==> config.mk <==
export PLATFORM = sky130hd
export DESIGN_NAME = bcd_millisecond_stopwatch
export DESIGN_NICKNAME = d
export VERILOG_FILES = /design/src/rtl/stopwatch_pkg.sv /design/src/rtl/bcd_millisecond_stopwatch.sv
export VERILOG_INCLUDE_DIRS = /design/src /design/src/rtl
export SDC_FILE = /design/constraint.sdc
export NUM_CORES = 1
export LEC_CHECK = 0
export BUFFER_PORTS_ARGS = -buffer_cell sky130_fd_sc_hd__buf_2
export CAP_MARGIN = 20
export CORE_UTILIZATION = 50
export DETAILED_ROUTE_END_ITERATION = 8
export GPL_TIMING_DRIVEN = 1
export HOLD_SLACK_MARGIN = 0.06
export PLACE_DENSITY = 0.67
export SYNTH_ARGS = -nofsm -noshare
export SYNTH_HDL_FRONTEND = slang
export SYNTH_SLANG_ARGS = --single-unit
==> constraint.sdc <==
create_clock -name core_clk_in -period 6.05 [get_ports core_clk_in]
set_clock_uncertainty 0.2 [all_clocks]
set_input_delay 1.21 -clock core_clk_in [delete_from_list [all_inputs] [get_ports core_clk_in]]
set_output_delay 1.21 -clock core_clk_in [all_outputs]
set_load 0.02 [all_outputs]
==> src/rtl/stopwatch_map.svh <==
`ifndef STOPWATCH_MAP_SVH
`define STOPWATCH_MAP_SVH

// Timing: core clock period and one count step, both in ns
`define CLK_PERIOD_NS 100
`define MS_PERIOD_NS 1000000
`define MS_CNT_W 16

// Register indices on the plain register port
`define ADDR_W 3
`define ADDR_CTL 3'h0
`define ADDR_CFG 3'h1
`define ADDR_THOUSANDTHS 3'h2
`define ADDR_HUNDREDTHS 3'h3
`define ADDR_TENTHS 3'h4

// Control register fields
`define CTL_RUN_BIT 3
`define CTL_PIN_BIT 2
`define CTL_PULSE_BIT 1
`define CTL_CLEAR_BIT 0

// Config and flags register fields
`define CFG_DEB_BIT 3
`define CFG_EDGE_BIT 2
`define CFG_IRQ_BIT 1
`define CFG_SEC_BIT 0

// Decimal count layout and limits
`define DATA_W 4
`define DIGITS 3
`define BCD_NINE 4'h9
`define BCD_MAX 12'h999
`define TENTHS_CARRY 2

`endif

==> src/rtl/stopwatch_pkg.sv <==
`include "stopwatch_map.svh"

package stopwatch_pkg;

  // Register port request, one cycle per access
  typedef struct packed {
    logic [`ADDR_W-1:0] addr;
    logic [`DATA_W-1:0] wdata;
    logic wr;
    logic rd;
  } reg_req_t;

  typedef enum logic [1:0] {ST_STOP, ST_CPU_RUN, ST_PIN_RUN} run_state_t;

  // Whole state of the stopwatch
  typedef struct packed {
    run_state_t state;
    logic counting;
    logic run_enable;
    logic pin_or_cpu_control;
    logic pulse_width_select;
    logic debounce_rate_select;
    logic trigger_edge_select;
    logic irq_rate_select;
    logic seconds_rollover_flag;
    logic [`DIGITS-1:0][`DATA_W-1:0] digits;
    logic [`MS_CNT_W-1:0] ms_cnt;
    logic pin_meta;
    logic pin_sync;
    logic pin_samp;
    logic deb;
    logic cond_prev;
    logic tap_fast_prev;
    logic tap_slow_prev;
    logic [`DATA_W-1:0] rd_data;
    logic irq;
  } sw_state_t;

endpackage

==> src/rtl/bcd_millisecond_stopwatch.sv <==
`timescale 1ns/1ns
`default_nettype none
`include "stopwatch_map.svh"

module bcd_millisecond_stopwatch
  import stopwatch_pkg::*;
#(
  parameter int unsigned MS_CYCLES = `MS_PERIOD_NS / `CLK_PERIOD_NS
) (
  // Clock and reset
  input wire logic core_clk_in,
  input wire logic sys_rst_in,
  // Register port
  input wire reg_req_t reg_req_in,
  output logic [`DATA_W-1:0] rd_data_out,
  // Trigger pin and prescaler taps
  input wire logic trigger_input_pin_in,
  input wire logic prescaler_tap_fast_in,
  input wire logic prescaler_tap_slow_in,
  // Status
  output logic counter_irq_request_out,
  output logic counting_out
);

  localparam logic [`MS_CNT_W-1:0] MS_LAST = `MS_CNT_W'(MS_CYCLES - 1);

  sw_state_t st_reg;
  sw_state_t st_next;

  logic ctl_wr;
  logic cfg_wr;
  logic cfg_rd;
  logic do_clear;
  logic ms_tick;
  logic tap_tick;
  logic cond;
  logic cond_rise;
  logic cond_fall;
  logic [`DIGITS:0] carry;
  logic [`DIGITS-1:0][`DATA_W-1:0] digits_adv;

  // Register port decode
  assign ctl_wr = reg_req_in.wr && (reg_req_in.addr == `ADDR_CTL);
  assign cfg_wr = reg_req_in.wr && (reg_req_in.addr == `ADDR_CFG);
  assign cfg_rd = reg_req_in.rd && (reg_req_in.addr == `ADDR_CFG);
  assign do_clear = ctl_wr && reg_req_in.wdata[`CTL_CLEAR_BIT];

  // Millisecond step from the free-running divider
  assign ms_tick = (st_reg.ms_cnt == MS_LAST);

  // Selected debounce tap, taken on its rising edge
  assign tap_tick = st_reg.debounce_rate_select ?
                    (prescaler_tap_slow_in && !st_reg.tap_slow_prev) :
                    (prescaler_tap_fast_in && !st_reg.tap_fast_prev);

  // Private polarity; no port-wide edge or pull setting enters here
  assign cond = st_reg.trigger_edge_select ? st_reg.deb : !st_reg.deb;
  assign cond_rise = cond && !st_reg.cond_prev;
  assign cond_fall = !cond && st_reg.cond_prev;

  // Decimal carry chain, one stage per digit
  assign carry[0] = ms_tick && st_reg.counting;
  genvar gi;
  generate
    for (gi = 0; gi < `DIGITS; gi++) begin : g_digit
      assign carry[gi+1] = carry[gi] && (st_reg.digits[gi] == `BCD_NINE);
      assign digits_adv[gi] = !carry[gi] ? st_reg.digits[gi] :
                              (st_reg.digits[gi] == `BCD_NINE) ? `DATA_W'(0) :
                              st_reg.digits[gi] + `DATA_W'(1);
    end
  endgenerate

  // Next-state logic
  always_comb begin
    st_next = st_reg;
    // Two-flop synchroniser on the pin
    st_next.pin_meta = trigger_input_pin_in;
    st_next.pin_sync = st_reg.pin_meta;
    st_next.tap_fast_prev = prescaler_tap_fast_in;
    st_next.tap_slow_prev = prescaler_tap_slow_in;
    // Level accepted only after two equal samples on the tap
    if (tap_tick) begin
      st_next.pin_samp = st_reg.pin_sync;
      if (st_reg.pin_sync == st_reg.pin_samp) begin
        st_next.deb = st_reg.pin_samp;
      end
    end
    st_next.cond_prev = cond;
    st_next.ms_cnt = ms_tick ? '0 : st_reg.ms_cnt + `MS_CNT_W'(1);

    // Pin events; only looked at under pin control
    unique case (st_reg.state)
      ST_STOP: begin
        if (st_reg.pin_or_cpu_control && st_reg.run_enable && cond_rise) begin
          st_next.state = ST_PIN_RUN;
        end
      end
      ST_CPU_RUN: begin
        if (st_reg.pin_or_cpu_control && cond_rise) begin
          st_next.state = ST_STOP;
          if (st_reg.pulse_width_select) begin
            st_next.run_enable = 1'b0;
          end
        end
      end
      ST_PIN_RUN: begin
        if (st_reg.pulse_width_select ? cond_fall : cond_rise) begin
          st_next.state = ST_STOP;
          if (st_reg.pulse_width_select) begin
            st_next.run_enable = 1'b0;
          end
        end
      end
    endcase

    // Software write wins over the automatic clear of run enable
    if (ctl_wr) begin
      st_next.run_enable = reg_req_in.wdata[`CTL_RUN_BIT];
      st_next.pin_or_cpu_control = reg_req_in.wdata[`CTL_PIN_BIT];
      st_next.pulse_width_select = reg_req_in.wdata[`CTL_PULSE_BIT];
    end
    if (cfg_wr) begin
      st_next.debounce_rate_select = reg_req_in.wdata[`CFG_DEB_BIT];
      st_next.trigger_edge_select = reg_req_in.wdata[`CFG_EDGE_BIT];
      st_next.irq_rate_select = reg_req_in.wdata[`CFG_IRQ_BIT];
    end

    // CPU control follows run enable directly; pin edges are ignored
    if (!st_next.pin_or_cpu_control) begin
      st_next.state = st_next.run_enable ? ST_CPU_RUN : ST_STOP;
    end else if (!st_next.run_enable) begin
      st_next.state = ST_STOP;
    end
    st_next.counting = (st_next.state != ST_STOP);

    // Count update; clear beats the step
    st_next.digits = do_clear ? '0 : digits_adv;

    // Periodic request as a one-cycle pulse
    st_next.irq = st_reg.irq_rate_select ? carry[`DIGITS] :
                  carry[`TENTHS_CARRY];

    // Seconds flag: reaching 999 wins over the read clear
    if (carry[0] && !do_clear && (digits_adv == `BCD_MAX)) begin
      st_next.seconds_rollover_flag = 1'b1;
    end else if (cfg_rd) begin
      st_next.seconds_rollover_flag = 1'b0;
    end

    // Read data stand only in the cycle after the strobe
    st_next.rd_data = '0;
    if (reg_req_in.rd) begin
      unique case (reg_req_in.addr)
        `ADDR_CTL: begin
          st_next.rd_data = {st_reg.run_enable, st_reg.pin_or_cpu_control,
                             st_reg.pulse_width_select, 1'b0};
        end
        `ADDR_CFG: begin
          st_next.rd_data = {st_reg.debounce_rate_select, st_reg.trigger_edge_select,
                             st_reg.irq_rate_select, st_reg.seconds_rollover_flag};
        end
        `ADDR_THOUSANDTHS: st_next.rd_data = st_reg.digits[0];
        `ADDR_HUNDREDTHS: st_next.rd_data = st_reg.digits[1];
        `ADDR_TENTHS: st_next.rd_data = st_reg.digits[2];
        default: st_next.rd_data = '0;
      endcase
    end
  end

  // State register; reset stops and clears everything
  always_ff @(posedge core_clk_in) begin
    if (sys_rst_in) begin
      st_reg <= '0;
    end else begin
      st_reg <= st_next;
    end
  end

  assign rd_data_out = st_reg.rd_data;
  assign counter_irq_request_out = st_reg.irq;
  assign counting_out = st_reg.counting;
endmodule
`default_nettype wire

==> results of run 1 <==
-- metrics by stage --
stage / hold WS, ps / util / cells / setup WS [ps]
after floorplan: 213.2 / - / 287 / 3352
after global placement: 218.7 / 0.5482 / 358 / 3018
after detailed placement: 229.9 / 0.5482 / 358 / 2941
after CTS: 249.5 / 0.5642 / 365 / 3231
after global routing: 269.3 / 0.5642 / 365 / 3062
final: 245.1 / 0.5642 / 365 / 3257
-- kinds of logic after synthesis --
family	Yosys count	synth area share
and+or+nand+nor	132	0.2969
DFF	50	0.3958
AOI/OAI and AO/OA	46	0.1262
buffers and inverters	25	0.04800
xor gates and xnor gates	20	0.06927
muxes	11	0.04899
adders and majority gates	3	0.01485
-- final cells by class --
cell class / count / area, µm² / share of cell area
sequential: 50 / 1001 / 0.3707
inverter: 10 / 37.54 / 0.01390
clock buffer: 7 / 76.32 / 0.02827
tap: 67 / 83.83 / 0.03105
multi-input combinational: 212 / 1406 / 0.5209
timing repair buffer: 19 / 95.09 / 0.03522
-- Yosys cell counts (4+ instances only) --
cell	instances
nand2_1	19
buf_4	4
nor3_1	5
xor2_1	10
buf_2	4
dfxtp_1	50
mux2i_1	9
nor2_1	44
nand2b_1	5
clkbuf_1	6
o21ai_0	7
inv_1	10
nand3_1	8
a2bb2oi_1	4
a21oi_1	12
xnor2_1	10
nand3b_1	7
and3_1	7
nor2b_1	12
-- worst reg2reg max path, cell delays in order (launching register included) --
cell      delay (ps)
dfxtp_1          360
ha_1             200
nand3_1          220
or3_4            450
o31a_1           250
a211oi_1         260
o31ai_1          130
-- placed cells by master (no fill, tap or decap), drive strengths merged, types with 5 or more instances in the layout --
cell,instances
a21oi,12
and3,7
buf,19
clkbuf,7
dfxtp,50
inv,10
mux2i,9
nand2,19
nand2b,5
nand3,8
nand3b,7
nor2,44
nor2b,12
nor3,5
o21ai,7
xnor2,10
xor2,10
-- path summary, 6_finish.rpt --
check / to / depth (start not counted)
hold / removal: st_reg[10] / 1
setup / recovery: st_reg[40] / 6
hold reg to reg: st_reg[10] / 1
setup reg to reg: st_reg[40] / 6
-- power breakdown --
group,switching (W),internal (W),total [W]
combinational,0.0000177,0.0000129,0.0000306
sequential,0.00000331,0.000334,0.000337
clock,0.000102,0.0000799,0.000182
-- metal layers --
layer / share of wire / routed length [µm]
met3: 0.037 / 180
met2: 0.46 / 2228
met5: 0 / 0
met1: 0.49 / 2357
met4: 0.011 / 52
==> summary.txt, run 1 <==
status: complete, no violations
Worst-path clk slew: 80 ps
post-route antenna net violation count: 0
Crit-path slowest cell: nor4b_2
Req. time, crit path: 6030 ps
post-synth design cell area: 2529 µm²
Detailed Routing Iterations Pass 1: 4
CTS Hold Bufs: 0
total global-route track usage: 0.2026
period utilisation layout: 0.4617
global placer's final weighted congestion: 0.8042
Post-DP HPWL: 3532 µm
Fmax achieved: 358.0 MHz
core box area: 4786 µm²
reg2reg start: st_reg[12]
share of layout cells above drive strength 1: 0.1107
max reg flops: 43
Fillers: 441
ys flop type: dfxtp_1
Max Buffers Root-to-Sink: 2
post_cts resized: 0
Synth area leaders: dfxtp_1, nor2_1, mux2i_1, xnor2_1, xor2_1
crit path time final: 2793 ps
Setup crit end kind: flip-flop
vias per inst: 5.438
Hold WC Path Type: flip-flop to flip-flop
CTS tree: yes
H-tree depth: 2
R2R setup slack: 3880 ps
die area: 5346 µm²
Hold Startpoint: st_next[10]
clock sink count: 50
CP Launch Type: primary input
Tot Pwr: 0.0005496 W
Setup crit start: reg_req_in[7]
Port Buffer Count: 19
final wirelength: 4819 µm
Fin. Hold Viols: 0
TritonCTS Buffers: 5
CP cell instances: buf_2, nor4b_2, a21o_1, inv_1, o21ai_0, o31ai_1
Synth cell types: 56
Starting Density: 0.5284
chip height: 73.12 µm
Max IR drop VDD: 0.0001075 V
cell type with the highest aggregate area in the netlist: dfxtp_1
global-route wire length before repair: 8328 µm
leakage: 1.014 nW
Arr. time, crit path: 2770 ps
routed via count: 1985
Post-Synthesis Cells: 287
design area: 2700 µm²
Buf+Inv Stages, Crit Path: 2
sequential fraction of the synthesis area: 0.3958
ANT cells: 0
met1 Track Usage GR: 0.2573
PwrDens: 203.6 nW/µm²
asr flop ratio synth: 0
Die Wd: 73.12 µm
Yosys warning count: 0
slew of the pin with the lowest slew margin: 755.3 ps
Ports: 20
cell family with most CP delay: compound AO/OA/AOI/OAI gates
slowest stage delay, CP: 640 ps
latest clock arrival within the worst-skew pair: 300 ps
Slew HR: 0.4834
CTS root buf: clkbuf_8
Post-synth EDFFs: 0
vias in the first global route: 1850
area growth from synthesis to layout: 6.779%
antenna violations before repair: 0
CP max FO: 13
final-report max-slew violation count: 0
pin count of the biggest net entering global routing: 21
#FFs+latches synth: 50
setup_tns: 0 ps
grt total ovfl: 0
RSZ-0062 raised after global routing: false
WS Path Type: primary input to flip-flop
Setup Viol. Count Final: 0
setup bufs post-CTS: 0
GR Util met2: 0.3354
Yosys top cell area share: 0.3958
Final nets: 315
DP Area: 2624 µm²
Most Crowded Layer GR: met2
net count after synthesis: 304
Avg Cell Area, Syn: 8.811 µm²
met3 Resource Use GR: 0.04972
row cnt: 25
routed len/inst: 13.20 µm
Max Cap Violations: 0
DRC: 0
DR iter-0 viols: 133
Power figures use the tool's default switching activity.
==> run 2, diff against run 1 <==
Settings changed: PLACE_DENSITY 0.67 to 0.7.
Clock period 6.05 ns to 2.35 ns, I/O delays scaled along.
==> summary.txt, run 2 (synthesis gave the netlist of run 1 again) <==
CP Launch Type: flip-flop
Ports: 20 (unchanged)
leakage: 1.070 nW (+5.5%)
R2R setup slack: 230 ps (-3650 ps)
worst setup path endpoint: st_reg[40]
CTS root buf: clkbuf_8
vias in the first global route: 1867 (+0.92%)
WS Path Type: flip-flop to flip-flop
worst r2r path cells: 6 (unchanged)
Post-DP HPWL: 3561 µm (+0.81%)
commonest non-fill, non-tap cell in the layout: dfxtp_1
Max Cap Violations: 0 (unchanged)
slew of the pin with the lowest slew margin: 576.3 ps (-179.1 ps)
H-tree depth: 2 (unchanged)
PwrDens: 559.2 nW/µm² (+170%)
Int Power: 0.001210 W (+180%)
DP Area: 2676 µm² (+2.0%)
Worst-path clk slew: 90 ps (about the same)
period utilisation layout: 0.9008
DR iter-0 viols: 95 (-29%)
global-route wire length before repair: 8493 µm (+2.0%)
post-route antenna net violation count: 0 (unchanged)
Arr. time, crit path: 2110 ps (-660 ps)
vias per inst: 5.488 (+0.91%)
CTS tree: yes
most frequent cells in the layout: dfxtp_1, nor2_1, nand2_1, buf_2
TritonCTS Buffers: 5 (unchanged)
Clk pwr share: 0.388 (+0.057)
CTS Hold Bufs: 0 (unchanged)
final wirelength: 4917 µm (+2.0%)
total global-route track usage: 0.2057 (+0.003091)
pin count of the biggest net entering global routing: 21 (unchanged)
Switch Pwr: 0.0003471 W (+180%)
Max Buffers Root-to-Sink: 2 (unchanged)
chip height: 73.12 µm (unchanged)
CP max FO: 5 (-8)
Die Wd: 73.12 µm (unchanged)
Fin. Hold Viols: 0 (unchanged)
FF-to-FF End: st_reg[40]
Max IR drop VDD: 0.0003763 V (+250%)
grt total ovfl: 0 (unchanged)
Port Buffer Count: 19 (unchanged)
antenna violations before repair: 0 (unchanged)
Final nets: 322 (+2.2%)
Setup Viol. Count Final: 0 (unchanged)
clock sink count: 50 (unchanged)
sw frac: 0.2229 (-0.001030)
Setup crit start: st_reg[12]
Fmax achieved: 472.4 MHz
reg2reg start: st_reg[12]
Req. time, crit path: 2340 ps (-3690 ps)
post_cts resized: 0 (unchanged)
routed via count: 2047 (+3.1%)
global placer's final weighted congestion: 0.8153 (+1.4%)
latest clock arrival within the worst-skew pair: 310 ps (about the same)
core box area: 4786 µm² (unchanged)
final-report max-slew violation count: 0 (unchanged)
routed len/inst: 13.18 µm (-0.15%)
Starting Density: 0.5284 (unchanged)
die area: 5346 µm² (unchanged)
share of layout cells above drive strength 1: 0.1405 (+0.02978)
sequential share of power: 0.558 (-0.055)
Slew HR: 0.6059 (+0.1225)
setup_tns: 0 ps (unchanged)
setup bufs post-CTS: 0 (unchanged)
max reg flops: 43 (unchanged)
Hold WC Path Type: primary input to flip-flop
area growth from synthesis to layout: 10.14%
DRC: 0 (unchanged)
design area: 2785 µm² (+3.2%)
Combinational Power Share: 0.054 (-0.002)
crit path time final: 2117 ps
RSZ-0062 raised after global routing: false
ANT cells: 0 (unchanged)
status: complete, no violations
Setup crit end kind: flip-flop
row cnt: 25 (unchanged)
Detailed Routing Iterations Pass 1: 4 (unchanged)
-- run 2: cell types whose count changed in the layout (fill, tap and decap cells not counted), sizes merged --
| cell | before | now |
|---|---|---|
| clkbuf | 7 | 5 |
| buf | 19 | 26 |
| clkinv | 0 | 2 |
| bufinv | 0 | 1 |
-- run 2: power by group through the flow --
| stage | sequential, W | clock (W) | combinational, W |
|---|---|---|---|
| 2_1_floorplan | 0.000886 | 0 | 0.0000576 |
| 3_3_place_gp | 0.000888 | 0 | 0.0000839 |
| 3_5_place_dp | 0.000888 | 0 | 0.0000851 |
| 4_1_cts | 0.000868 | 0.000618 | 0.0000851 |
| 5_1_grt | 0.000870 | 0.000653 | 0.0000950 |
| 6_report | 0.000868 | 0.000604 | 0.0000848 |
-- run 2: critical path, cell delays in order, from the launching register on --
cell      delay [ps]
dfxtp_1          360
ha_1             210
nand3_1          200
or3_4            440
o31a_1           240
a211oi_1         230
o31ai_1          120
-- run 2: layout make-up --
type / instances / area, µm²
Timing Repair Buffer: 26 / 147.6
Tap cell: 67 / 83.83
Multi-Input combinational cell: 212 / 1406
Clock buffer: 5 / 68.82
Sequential cell: 50 / 1001
Inverter: 10 / 37.54
Fill cell: 441 / 2001
Clock inverter: 3 / 40.04
-- run 2: stage by stage --
step	hold slack (ps)	power [W]	cells	utilization	setup slack, ps
2_1_floorplan	213.2	0.0009435	287	-	377.8
3_3_place_gp	222.7	0.0009714	365	0.5592	291.3
3_5_place_dp	239.7	0.0009733	365	0.5592	250.5
4_1_cts	164.6	0.001571	373	0.5820	233.2
5_1_grt	171.4	0.001619	373	0.5820	58.13
6_report	170.2	0.001557	373	0.5820	233.1
-- run 2: worst min-delay path by stage --
stage	from	end	slack [ps]	cells past startpoint
2_1_floorplan	st_reg[12]	st_reg[12]	210	1
3_3_place_gp	st_reg[12]	st_reg[12]	220	1
3_5_place_dp	st_reg[12]	st_reg[12]	240	1
4_1_cts	trigger_input_pin_in	st_next[10]	160	2
5_1_grt	trigger_input_pin_in	st_next[10]	170	2
6_report	trigger_input_pin_in	st_next[10]	170	2
-- run 2: routing by layer --
| metal | part of all wire | global-route usage | wire length, µm | vias up |
|---|---|---|---|---|
| met5 | 0 | 0 | 0 | - |
| met4 | 0.020 | 0.08279 | 100 | 0 |
| met3 | 0.034 | 0.04144 | 169 | 8 |
| met2 | 0.46 | 0.3333 | 2269 | 39 |
| met1 | 0.48 | 0.2669 | 2377 | 968 |
| li1 | - | - | - | 1032 |
==> run 3, diff against run 2 <==
==> constraint.sdc (replaced) <==
create_clock -name core_clk_in -period 2.35 [get_ports core_clk_in]
set_clock_uncertainty 0.2 [all_clocks]
set_input_delay 0.3525 -clock core_clk_in [delete_from_list [all_inputs] [get_ports core_clk_in]]
set_output_delay 0.3525 -clock core_clk_in [all_outputs]
set_load 0.02 [all_outputs]
==> summary.txt, run 3 (synthesis gave the netlist of run 1 again) <==
Max Buffers Root-to-Sink: 2 (unchanged)
slew of the pin with the lowest slew margin: 612.4 ps (+36.14 ps)
Hold WC Path Type: primary input to flip-flop
TritonCTS Buffers: 5 (unchanged)
DP Area: 2661 µm² (-0.56%)
CP max FO: 11 (+6)
Max IR drop VDD: 0.0002933 V (-22%)
Setup crit end kind: flip-flop
final-report max-slew violation count: 0 (unchanged)
FF-to-FF End: st_reg[29]
CTS root buf: clkbuf_8
Die Wd: 73.12 µm (unchanged)
Setup crit start: st_reg[16]
status: complete, no violations
CTS tree: yes
ANT cells: 0 (unchanged)
Fin. Hold Viols: 0 (unchanged)
Slew HR: 0.5907 (-0.01523)
row cnt: 25 (unchanged)
max reg flops: 43 (unchanged)
antenna violations before repair: 0 (unchanged)
Starting Density: 0.5284 (unchanged)
Final nets: 321 (-0.31%)
pin count of the biggest net entering global routing: 21 (unchanged)
global placer's final weighted congestion: 0.7954 (-2.4%)
crit path time final: 2141 ps (+24.03 ps)
area growth from synthesis to layout: 9.401%
worst r2r path cells: 5 (-1)
share of layout cells above drive strength 1: 0.1344 (-0.006097)
clock sink count: 50 (unchanged)
Fmax achieved: 467.1 MHz (-1.1%)
Post-DP HPWL: 3631 µm (+2.0%)
Setup Viol. Count Final: 0 (unchanged)
DR iter-0 viols: 121 (+27%)
global-route wire length before repair: 8266 µm (-2.7%)
Ports: 20 (unchanged)
core box area: 4786 µm² (unchanged)
Max Cap Violations: 0 (unchanged)
RSZ-0062 raised after global routing: false
leakage: 1.053 nW (-1.6%)
pre-CTS setup slack: 206.1 ps (-44.42 ps)
Port Buffer Count: 19 (unchanged)
worst setup path endpoint: st_reg[29]
CP Launch Type: flip-flop
commonest non-fill, non-tap cell in the layout: dfxtp_1
vias per inst: 5.392 (-1.7%)
latest clock arrival within the worst-skew pair: 300 ps (about the same)
design area: 2766 µm² (-0.67%)
R2R setup slack: 210 ps (-20 ps)
WS Path Type: flip-flop to flip-flop
die area: 5346 µm² (unchanged)
routed len/inst: 13.21 µm (+0.19%)
routed via count: 2006 (-2.0%)
final wirelength: 4913 µm (about the same)
setup_tns: 0 ps (unchanged)
Arr. time, crit path: 2180 ps (+70 ps)
reg2reg start: st_reg[16]
chip height: 73.12 µm (unchanged)
Worst Slack Setup Final: 209.0 ps (-24.03 ps)
total global-route track usage: 0.2005 (-0.005142)
PwrDens: 534.3 nW/µm² (-4.5%)
period utilisation layout: 0.9111 (+0.01023)
grt total ovfl: 0 (unchanged)
DRC: 0 (unchanged)
Fillers: 430 (-2.5%)
Req. time, crit path: 2390 ps (+50 ps)
most frequent cells in the layout: dfxtp_1, nor2_1, nand2_1, buf_2
vias in the first global route: 1846 (-1.1%)
post-route antenna net violation count: 0 (unchanged)
Worst-path clk slew: 90 ps (about the same)
H-tree depth: 2 (unchanged)
Detailed Routing Iterations Pass 1: 4 (unchanged)
run 3: what timing repair did:
action / 4_1_cts / 5_1_grt
buffers inserted: 0 / 0
hold buffers: 1 / 0
gates resized for setup: 0 / 0
endpoints found under the hold margin: 1 / 0
run 3: layer usage:
| layer | global-route usage | share of wire | up-vias |
|---|---|---|---|
| met5 | 0 | 0 | - |
| li1 | - | - | 1031 |
| met1 | 0.2560 | 0.49 | 944 |
| met3 | 0.03867 | 0.026 | 5 |
| met2 | 0.3323 | 0.47 | 26 |
| met4 | 0.07843 | 0.013 | 0 |
run 3: worst min path at each step:
stage                               start          to  cells after the start  slack, ps
floorplan                      st_reg[12]  st_reg[12]                      1        210
global placement              st_next[10]  st_reg[10]                      1        220
detailed placement             st_reg[12]  st_reg[12]                      1        230
CTS                 prescaler_tap_slow_in   st_reg[5]                      2         70
global route        prescaler_tap_slow_in   st_reg[5]                      2         70
finish              prescaler_tap_fast_in   st_reg[6]                      3         70
run 3: metrics by stage:
stage | utilization | power, W | hold slack, ps | cells
finish | 0.5780 | 0.001478 | 73.61 | 372
global route | 0.5780 | 0.001538 | 71.85 | 372
CTS | 0.5780 | 0.001492 | 65.25 | 372
detailed placement | 0.5561 | 0.0009719 | 233.8 | 363
global placement | 0.5561 | 0.0009709 | 220.9 | 363
floorplan | - | 0.0009435 | 213.2 | 287
run 3: report_power, final:
part	switching [W]	internal [W]
registers	0.00000867	0.000860
clock network	0.000288	0.000237
logic	0.0000475	0.0000375
total	0.000344	0.00113
run 3: cell type report:
type,count,area (µm²),share of cell area
clock buffers,6,82.58,0.02985
clock inverters,2,12.51,0.004523
inverters,10,37.54,0.01357
multi-input cells,212,1406,0.5084
flip-flops and latches,50,1001,0.3618
well taps,67,83.83,0.03030
repair buffers,25,142.6,0.05156
run 3: critical path, cell delays in order, from the launching register on:
cell and delay (ps):
dfxtp_1 370, nor3_1 360, and4_1 500, nand2_1 140, or3_1 380, a21oi_1 140
